`config.mk`:
```
export PLATFORM = sky130hd
export DESIGN_NAME = paired_channel_pwm
export DESIGN_NICKNAME = d
export VERILOG_FILES = /design/src/hw/pwm_pkg.sv /design/src/hw/paired_channel_pwm.sv /design/src/hw/pwm_prescaler.sv
export VERILOG_INCLUDE_DIRS = /design/src /design/src/hw
export SDC_FILE = /design/constraint.sdc
export NUM_CORES = 1
export LEC_CHECK = 0
export BUFFER_PORTS_ARGS = -buffer_cell sky130_fd_sc_hd__buf_2
export CORE_ASPECT_RATIO = 0.75
export CORE_MARGIN = 1
export CORE_UTILIZATION = 40
export CTS_CLUSTER_DIAMETER = 50
export DETAILED_ROUTE_END_ITERATION = 8
export SETUP_SLACK_MARGIN = 0.3
export SYNTH_ARGS = -nofsm -noshare
export SYNTH_HDL_FRONTEND = slang
export SYNTH_SLANG_ARGS = --single-unit
```
`constraint.sdc`:
```
create_clock -name ref_clk -period 3.5 [get_ports ref_clk]
set_input_delay 0.35 -clock ref_clk [delete_from_list [all_inputs] [get_ports ref_clk]]
set_output_delay 0.35 -clock ref_clk [all_outputs]
set_load 0.05 [all_outputs]
```
`src/hw/pwm_defs.svh`:
```
// register offsets, field positions, reset values and bus and prescaler widths of the paired channel pwm
// assumes inclusion by bare name from the package and the design modules
`ifndef PWM_DEFS_SVH
`define PWM_DEFS_SVH

// bus widths
`define PWM_ADDR_W          4
`define PWM_DATA_W          16

// register offsets
`define PWM_OFF_POWER       4'h0
`define PWM_OFF_PRESCALE    4'h1
`define PWM_OFF_MODE        4'h2
`define PWM_OFF_OUTCTRL     4'h3
`define PWM_OFF_START       4'h4
`define PWM_OFF_STOP        4'h5
`define PWM_OFF_STATUS      4'h6
`define PWM_OFF_PERIOD      4'h7
`define PWM_OFF_DUTY        4'h8
`define PWM_OFF_PCOUNT      4'h9
`define PWM_OFF_DCOUNT      4'ha
`define PWM_OFF_PORT        4'hb

// field positions
`define PWM_BIT_POWER       0
`define PWM_BIT_CLKSEL      0
`define PWM_BIT_SLAVE_MODE  0
`define PWM_BIT_POLARITY    1
`define PWM_BIT_OUT_ENABLE  2
`define PWM_BIT_OUT_LEVEL   3
`define PWM_BIT_MASTER      0
`define PWM_BIT_SLAVE       1
`define PWM_BIT_PORT_DIR    0
`define PWM_BIT_PORT_LATCH  1

// reset values
`define PWM_RST_PRESCALE    8'h00
`define PWM_RST_RELOAD      16'hffff
`define PWM_RST_COUNT       16'hffff

// prescaler
`define PWM_PRE_W           16
`define PWM_SEL_W           4

`endif

```
`src/hw/pwm_pkg.sv`:
```
// types shared by the paired channel pwm modules
// assumes pwm_defs.svh is on the include path
`include "pwm_defs.svh"

package pwm_pkg;

	// slave channel sequencer, one-hot
	typedef enum logic [1:0] {
		SLAVE_IDLE  = 2'b01,
		SLAVE_COUNT = 2'b10
	} slave_state_e;

	// output control bits of the slave channel
	typedef struct packed {
		logic level;
		logic enable;
		logic polarity;
		logic slave_mode;
	} out_ctrl_s;

	// pin group: level and enable of the tri-state output
	typedef struct packed {
		logic level;
		logic oe;
	} pin_s;

	// register bus request
	typedef struct packed {
		logic [`PWM_ADDR_W-1:0] addr;
		logic [`PWM_DATA_W-1:0] wdata;
		logic                   wr;
		logic                   rd;
	} bus_req_s;

endpackage

```
`src/hw/paired_channel_pwm.sv`:
```
// paired channel pwm: master interval timer sets the period, slave one-count timer sets the duty
// assumes a plain register port on ref_clk and an outside port cell that resolves level and enable
//
// Function
// period is (period reload value + 1) count clocks.
// duty is duty reload value over (period reload value + 1), in percent; equal duty and period reload values give full duty here.
// duty reload value zero keeps the output inactive.
// duty reload value at least period plus one keeps the output active.
// master start trigger raises a tick at once, loads, then counts down.
// master counter at zero raises a tick, reloads and keeps counting.
// master keeps cycling until its stop trigger is written with one.
// each master tick loads the duty counter, which then counts down.
// duty counter at zero raises its interrupt and halts until the next tick.
// output turns active one count clock after the master tick.
// output turns inactive when the duty counter reaches zero.
// software rewrites all reload values right after a master tick.
// in 8-bit use software writes zero to the reload upper byte.
// power enable low stops the clock and blocks register access.
// prescaler select sets both prescaled count clock rates.
// slave output mode bit makes tick set and count end clear.
// pin stays high-impedance until the port is configured.
// output level shows when port direction is output, latch zero.
// stopped channels leave the output level unchanged.
// start and stop trigger bits read back zero, self-clearing.
// stop clears running flags, freezes counters, holds the output.
// polarity bit selects an active-high or active-low output.
//
// The address-and-strobe port and the register offsets are this design's own decisions.
`timescale 1ns/10ps
`include "pwm_defs.svh"

module paired_channel_pwm
	import pwm_pkg::*;
(
	// clock and reset
	input  wire logic                  ref_clk,
	input  wire logic                  resetn,
	// register port
	input  wire logic [`PWM_ADDR_W-1:0] addr,
	input  wire logic [`PWM_DATA_W-1:0] wdata,
	input  wire logic                  wr,
	input  wire logic                  rd,
	output logic      [`PWM_DATA_W-1:0] rdata,
	// events
	output logic                       period_tick_irq,
	output logic                       duty_end_irq,
	// pwm pin
	output logic                       pwm_out,
	output logic                       pwm_oe
);

	bus_req_s req;

	// register state
	logic                       power_reg;
	logic [2*`PWM_SEL_W-1:0]    prescaler_select_reg;
	logic                       channel_mode_reg;
	out_ctrl_s                  out_ctrl_reg;
	logic [1:0]                 port_reg;
	logic [`PWM_DATA_W-1:0]     period_reload_value;
	logic [`PWM_DATA_W-1:0]     duty_reload_value;
	logic [`PWM_DATA_W-1:0]     rdata_reg;
	logic [`PWM_DATA_W-1:0]     rdata_next;

	// channel state
	logic [1:0]                 channel_running_flag;
	logic [`PWM_DATA_W-1:0]     period_counter;
	logic [`PWM_DATA_W-1:0]     period_counter_next;
	logic [`PWM_DATA_W-1:0]     duty_counter;
	logic [`PWM_DATA_W-1:0]     duty_counter_next;
	slave_state_e               slave_state_reg;
	slave_state_e               slave_state_next;
	logic                       level_reg;
	logic                       level_next;

	// decoded strobes and events
	logic                       acc_ok;
	logic                       wr_power;
	logic                       wr_any;
	logic                       wr_start;
	logic                       wr_stop;
	logic                       wr_level;
	logic                       period_start_trigger;
	logic                       duty_start_trigger;
	logic                       period_stop_trigger;
	logic                       duty_stop_trigger;
	logic                       tick_a;
	logic                       tick_b;
	logic                       count_en;
	logic                       master_zero;
	logic                       master_step;
	logic                       master_tick;
	logic                       slave_step;
	logic                       slave_end;
	logic                       slave_rise;
	logic                       slave_retrigger;
	logic                       hw_owns_level;
	pin_s                       pin;

	assign req = '{addr: addr, wdata: wdata, wr: wr, rd: rd};

	// offset compare shared by the write decode and the read mux
	function automatic logic hit(input logic [`PWM_ADDR_W-1:0] a, input logic [`PWM_ADDR_W-1:0] off);
		return a == off;
	endfunction

	// one step down; callers test for zero first so it never wraps
	function automatic logic [`PWM_DATA_W-1:0] count_down(input logic [`PWM_DATA_W-1:0] v);
		return v - `PWM_DATA_W'(1);
	endfunction

	// bus decode: only the power register answers while the unit is off
	assign wr_power = req.wr && hit(req.addr, `PWM_OFF_POWER);
	assign acc_ok   = power_reg;
	assign wr_any   = req.wr && acc_ok;

	// channel and level writes, all gated by the power enable
	assign wr_start = wr_any && hit(req.addr, `PWM_OFF_START);
	assign wr_stop  = wr_any && hit(req.addr, `PWM_OFF_STOP);
	assign wr_level = wr_any && hit(req.addr, `PWM_OFF_OUTCTRL) && !req.wdata[`PWM_BIT_OUT_ENABLE];

	// trigger bits act as one-cycle pulses and never store
	assign period_start_trigger = wr_start && req.wdata[`PWM_BIT_MASTER];
	assign duty_start_trigger   = wr_start && req.wdata[`PWM_BIT_SLAVE];
	assign period_stop_trigger  = wr_stop && req.wdata[`PWM_BIT_MASTER];
	assign duty_stop_trigger    = wr_stop && req.wdata[`PWM_BIT_SLAVE];

	// count clock enables
	pwm_prescaler u_prescaler (
		.ref_clk (ref_clk),
		.resetn  (resetn),
		.run     (power_reg),
		.sel_a   (prescaler_select_reg[`PWM_SEL_W-1:0]),
		.sel_b   (prescaler_select_reg[2*`PWM_SEL_W-1:`PWM_SEL_W]),
		.tick_a  (tick_a),
		.tick_b  (tick_b)
	);

	// one count clock chosen from the two prescaled clocks
	assign count_en = channel_mode_reg ? tick_b : tick_a;

	// master interval timer; a stop in the same cycle freezes the count at once
	assign master_zero = (period_counter == '0);
	assign master_step = channel_running_flag[`PWM_BIT_MASTER] && !period_stop_trigger && count_en;
	assign master_tick = period_start_trigger || (master_step && master_zero);

	// the start tick loads at once, later ticks reload at zero
	assign period_counter_next =
		master_tick ? period_reload_value :
		master_step ? count_down(period_counter) :
		period_counter;

	// slave one-count timer; a tick reload wins over a count step
	assign slave_step = channel_running_flag[`PWM_BIT_SLAVE] && !duty_stop_trigger && count_en
		&& (slave_state_reg == SLAVE_COUNT) && !master_tick;
	assign slave_end  = slave_step && (duty_counter == '0);
	assign slave_rise = slave_step && (duty_counter != '0);

	// a tick retriggers the duty counter only if the slave runs or starts with it
	assign slave_retrigger = master_tick && (channel_running_flag[`PWM_BIT_SLAVE] || duty_start_trigger);

	// slave sequencer next state
	always_comb begin
		slave_state_next  = slave_state_reg;
		duty_counter_next = duty_counter;
		case (slave_state_reg)
			SLAVE_IDLE: begin
				if (slave_retrigger) begin
					duty_counter_next = duty_reload_value;
					slave_state_next  = SLAVE_COUNT;
				end
			end
			SLAVE_COUNT: begin
				if (slave_retrigger) begin
					duty_counter_next = duty_reload_value;
				end else if (slave_end) begin
					slave_state_next = SLAVE_IDLE;
				end else if (slave_rise) begin
					duty_counter_next = count_down(duty_counter);
				end
			end
			default: begin
				slave_state_next = SLAVE_IDLE;
			end
		endcase
	end

	// output level: hardware drives it only in slave output mode with the output enabled
	// software sets the default level with the enable written low, so no edge races it
	assign hw_owns_level = out_ctrl_reg.enable && out_ctrl_reg.slave_mode;
	assign level_next =
		wr_level ?
			req.wdata[`PWM_BIT_OUT_LEVEL] :
		(hw_owns_level && slave_rise) ? !out_ctrl_reg.polarity :
		(hw_owns_level && slave_end) ? out_ctrl_reg.polarity :
		level_reg;

	// port cell: latch ors onto the level, direction enables the driver
	assign pin.level = level_reg | port_reg[`PWM_BIT_PORT_LATCH];
	assign pin.oe    = port_reg[`PWM_BIT_PORT_DIR];
	assign pwm_out   = pin.level;
	assign pwm_oe    = pin.oe;

	// events leave as one-cycle pulses
	assign period_tick_irq = master_tick;
	assign duty_end_irq    = slave_end;

	// read mux; blocked reads and unmapped offsets return zero
	assign rdata_next =
		!req.rd ? '0 :
		hit(req.addr, `PWM_OFF_POWER) ? `PWM_DATA_W'(power_reg) :
		!acc_ok ? '0 :
		hit(req.addr, `PWM_OFF_PRESCALE) ? `PWM_DATA_W'(prescaler_select_reg) :
		hit(req.addr, `PWM_OFF_MODE) ? `PWM_DATA_W'(channel_mode_reg) :
		hit(req.addr, `PWM_OFF_OUTCTRL) ? {12'h000, level_reg,
			out_ctrl_reg.enable, out_ctrl_reg.polarity, out_ctrl_reg.slave_mode} :
		hit(req.addr, `PWM_OFF_STATUS) ? `PWM_DATA_W'(channel_running_flag) :
		hit(req.addr, `PWM_OFF_PERIOD) ? period_reload_value :
		hit(req.addr, `PWM_OFF_DUTY) ? duty_reload_value :
		hit(req.addr, `PWM_OFF_PCOUNT) ? period_counter :
		hit(req.addr, `PWM_OFF_DCOUNT) ? duty_counter :
		hit(req.addr, `PWM_OFF_PORT) ? `PWM_DATA_W'(port_reg) :
		'0;

	// read data leave straight from a flop, zero outside the answer cycle
	assign rdata = rdata_reg;

	// power enable register, the only one reachable while the unit is off
	always_ff @(posedge ref_clk) begin
		if (!resetn) begin
			power_reg <= 1'b0;
		end else if (wr_power) begin
			power_reg <= req.wdata[`PWM_BIT_POWER];
		end
	end

	// read data, one cycle after the strobe
	always_ff @(posedge ref_clk) begin
		if (!resetn) begin
			rdata_reg <= '0;
		end else begin
			rdata_reg <= rdata_next;
		end
	end

	// configuration registers; power off loads their reset values
	always_ff @(posedge ref_clk) begin
		if (!resetn || !power_reg) begin
			prescaler_select_reg <= `PWM_RST_PRESCALE;
			channel_mode_reg     <= 1'b0;
			out_ctrl_reg         <= '0;
			port_reg             <= 2'h0;
			period_reload_value  <= `PWM_RST_RELOAD;
			duty_reload_value    <= `PWM_RST_RELOAD;
		end else if (wr_any) begin
			case (req.addr)
				`PWM_OFF_PRESCALE: prescaler_select_reg <= req.wdata[2*`PWM_SEL_W-1:0];
				`PWM_OFF_MODE:     channel_mode_reg     <= req.wdata[`PWM_BIT_CLKSEL];
				`PWM_OFF_OUTCTRL:  out_ctrl_reg         <= req.wdata[3:0];
				`PWM_OFF_PORT:     port_reg             <= req.wdata[1:0];
				`PWM_OFF_PERIOD:   period_reload_value  <= req.wdata;
				`PWM_OFF_DUTY:     duty_reload_value    <= req.wdata;
				default: begin
				end
			endcase
		end
	end

	// running flags: start sets, stop clears, power off stops all channels
	always_ff @(posedge ref_clk) begin
		if (!resetn || !power_reg) begin
			channel_running_flag <= 2'b00;
		end else begin
			if (period_stop_trigger) begin
				channel_running_flag[`PWM_BIT_MASTER] <= 1'b0;
			end else if (period_start_trigger) begin
				channel_running_flag[`PWM_BIT_MASTER] <= 1'b1;
			end
			if (duty_stop_trigger) begin
				channel_running_flag[`PWM_BIT_SLAVE] <= 1'b0;
			end else if (duty_start_trigger) begin
				channel_running_flag[`PWM_BIT_SLAVE] <= 1'b1;
			end
		end
	end

	// counters, sequencer and output level
	always_ff @(posedge ref_clk) begin
		if (!resetn || !power_reg) begin
			period_counter  <= `PWM_RST_COUNT;
			duty_counter    <= `PWM_RST_COUNT;
			slave_state_reg <= SLAVE_IDLE;
			level_reg       <= 1'b0;
		end else begin
			period_counter  <= period_counter_next;
			duty_counter    <= duty_counter_next;
			slave_state_reg <= slave_state_next;
			level_reg       <= level_next;
		end
	end

endmodule

```
`src/hw/pwm_prescaler.sv`:
```
// two count clock enables derived from ref_clk by a power-of-two divider
// assumes one clock domain; run low holds the divider at zero
`timescale 1ns/10ps
`include "pwm_defs.svh"

module pwm_prescaler
	import pwm_pkg::*;
(
	// clock and reset
	input  wire logic                  ref_clk,
	input  wire logic                  resetn,
	// control
	input  wire logic                  run,
	input  wire logic [`PWM_SEL_W-1:0] sel_a,
	input  wire logic [`PWM_SEL_W-1:0] sel_b,
	// enables
	output logic                       tick_a,
	output logic                       tick_b
);

	logic [`PWM_PRE_W-1:0] div_reg;
	logic [`PWM_PRE_W-1:0] div_next;

	// true on the last cycle of each 2^sel window
	// run comes in as an argument so that a change of run alone re-evaluates the callers
	function automatic logic tick_at(input logic en, input logic [`PWM_PRE_W-1:0] cnt,
		input logic [`PWM_SEL_W-1:0] sel);
		logic [`PWM_PRE_W-1:0] mask;
		mask = (`PWM_PRE_W'(1) << sel) - `PWM_PRE_W'(1);
		return en && ((cnt & mask) == mask);
	endfunction

	// free-running divider while the unit has power
	assign div_next = run ? div_reg + `PWM_PRE_W'(1) : '0;
	assign tick_a   = tick_at(run, div_reg, sel_a);
	assign tick_b   = tick_at(run, div_reg, sel_b);

	always_ff @(posedge ref_clk) begin
		if (!resetn) begin
			div_reg <= '0;
		end else begin
			div_reg <= div_next;
		end
	end

endmodule

```
==> out/results.txt <==
Final Hold Viols - 0
Per-cell routed wire length - 18.88 um
Grt ovf - 0
Die extent in y - 112.1 um
Clk_skew - 0.01186 ns
Post-synth net total - 871
Layout fillers - 1509
Area of the multi-input gates - 4016 um^2
CTS Sinks - 115
Final instance area - 7988 um^2
Yosys cell types - 70
First-pass GRT wire length - 33350 um
Root Buffer - clkbuf_16
Period minus WS final - 3.253 ns
Initial core utilization - 0.4166
Vias - 6525
Status - finished clean
Power per standard cell area - 415.0 nW/um^2
Worst-Margin Slew - 0.8908 ns
Sequential share of the synthesized area - 0.3561
# diodes - 0
Layout cell share with drive strength beyond 1 - 0.2031
Clock Pin Slew Worst Setup and Hold Paths - 0.06 ns
Power consumption - 3.315 mW
Nature of the critical path startpoint - flop
Vias in the first global route - 5852
Worst Path Required - 3.15 ns
Crit path arrival time - 2.90 ns
Register Area - 2313 um^2
Synthesis warning total - 0
Die area - 16680 um^2
Final setup TNS - 0 ns
Placed Area - 6987 um^2
Mean Syn Cell Area - 7.678 um^2
Hold buffer count at cts - 0
Cells after synthesis - 842
RSZ-0062 raised after global routing - true
Share of the synthesized area in the top cell type - 0.3561
Number of detailed-route iterations in the first pass - 5
Cell taking the most area after synthesis - dfxtp_1
Total global-route track usage - 0.2598
Setup ws final - 0.2466 ns
Core Area - 15520 um^2
Max-slew violations - 0
Max_slew headroom - 0.4039
WL met3 - 1839 um
CTS buffer count - 17
Final Util - 0.5148
Clk_lat worst skew - 0.43 ns
EDFF count, synth - 0
Tcrit/Tclk final - 0.9295
Synth async-reset ratio - 0
CTS tree - built
Largest net degree at the start of global routing - 62
Die boundary width - 148.8 um
Met1 Wirelength - 10950 um
Post-synth top cells - nand2_1 (128), dfxtp_1 (115), nor2_1 (114), nand3_1 (55)
Routability cong. - 0.9938
# DRC - 0
Yosys reg bits - 115
Buffers on Ports - 43
Drt initial violations - 701
Max VDD drop - 0.2870 mV
DRT Wirelength - 21070 um
Synth-to-Final Area Change - 23.55%
Top-count cell post-synth - nand2_1
Ports - 44
Setup WS pre-CTS - 0.2685 ns
Setup-violating endpoint count in the final report - 0
Via/cell ratio - 5.847
Number of nets with antenna violations after routing - 0
Pleak - 3.059 nW
Peak Freq - 307.4 MHz
Detailed Place HPWL - 14660 um
Nets@finish - 928
Crit path capture type - output pin
Clock H-tree levels - 4
Antenna violations before repair - 0
Worst Path Class, Setup - flop to output pin
Max Cap Violations - 0
Dominant cells by area after synthesis - dfxtp_1 (36%), nand2_1 (7.4%), nor2_1 (6.6%)
Top_reg_cell synth - dfxtp_1
FP Rows - 39
Max layer used - met4
Met2 routed WL - 8030 um
Hold WC Path Type - primary input to flop
Mapped Area - 6465 um^2
Clock Path Buffers - 2
Worst Path Max Fanout - 4
[where the power goes]
| part | internal (mW) | total [mW] | leakage (nW) | switching [mW] |
|---|---|---|---|---|
| clock network | 1.28 | 1.90 | 0.314 | 0.626 |
| registers | 1.31 | 1.31 | 0.932 | 0.000363 |
| logic | 0.0349 | 0.102 | 1.81 | 0.0671 |
[timing repair]
action / in CTS / in global routing
pin swaps: 8 / 17
gates cloned: 1 / 1
gates resized for setup: 27 / 28
setup endpoints to repair: 19 / 19
buffers inserted: 8 / 9
[final cells by class]
type                       instances  share of cell area
clock buffer                      22             0.06187
clock inverter                     9             0.01880
inverter                          18            0.008459
multi-input combinational        650              0.5028
sequential                       115              0.2896
tap                              205             0.03211
timing repair buffer              97             0.08631
[routing by layer]
| metal | global-route usage | up-vias |
|---|---|---|
| met4 | 0.06803 | 0 |
| li1 | - | 3159 |
| met2 | 0.3283 | 248 |
| met3 | 0.07236 | 20 |
| met1 | 0.4143 | 3098 |
| met5 | 0 | - |
[cells by family (layout without fill, tap and decap cells)]
group | Yosys count | count (layout) | share of synthesized area
mux | 38 | 38 | 0.06271
flops | 115 | 115 | 0.3561
compound gates | 203 | 203 | 0.2276
simple gates | 392 | 392 | 0.2775
fa+ha+maj | 5 | 5 | 0.009677
buf+inv | 77 | 146 | 0.05013
xor+xnor | 12 | 12 | 0.01626
[worst paths after layout]
path                                         startpoint                      to  slack, ns  depth (start not counted)
worst max-delay path            prescaler_select_reg[5]         period_tick_irq       0.25                         13
worst min-delay path                           wdata[9]  period_reload_value[9]       0.17                          3
worst max register to register  prescaler_select_reg[5]         duty_counter[3]       0.25                         16
worst min register to register    duty_reload_value[15]   duty_reload_value[15]       0.50                          2
[per-stage QoR]
step	std cells	hold WS, ns
final	1116	0.1671
after global routing	1116	0.1740
after CTS	1106	0.1405
after detailed placement	1066	0.4825
after global placement	1066	0.4721
after floorplan	842	0.4564
[critical path: stages, from the launching register on]
cell	delay, ns
dfxtp_2	0.33
nor2_4	0.13
nand3_2	0.10
ha_4	0.19
or3b_1	0.36
a32o_1	0.24
a22oi_2	0.16
a221o_2	0.14
nor3_2	0.03
buf_4	0.16
o2111ai_4	0.20
and2_4	0.22
nor2_4	0.04
buf_8	0.18
[placed cells by master, fill, tap and decap left out, types with 10 or more instances in the layout]
cell / count
o211ai_1: 11
o2bb2ai_1: 12
inv_1: 15
o21ai_1: 12
buf_2: 42
buf_4: 44
o21ai_0: 43
nand3_1: 54
a21oi_1: 25
a31oi_1: 14
a22oi_1: 10
nand4_1: 10
mux2i_1: 36
nor3_1: 18
clkbuf_16: 17
nor2_1: 110
or3_1: 16
nand2_1: 125
dfxtp_1: 110
Power figures use the tool's default switching activity.
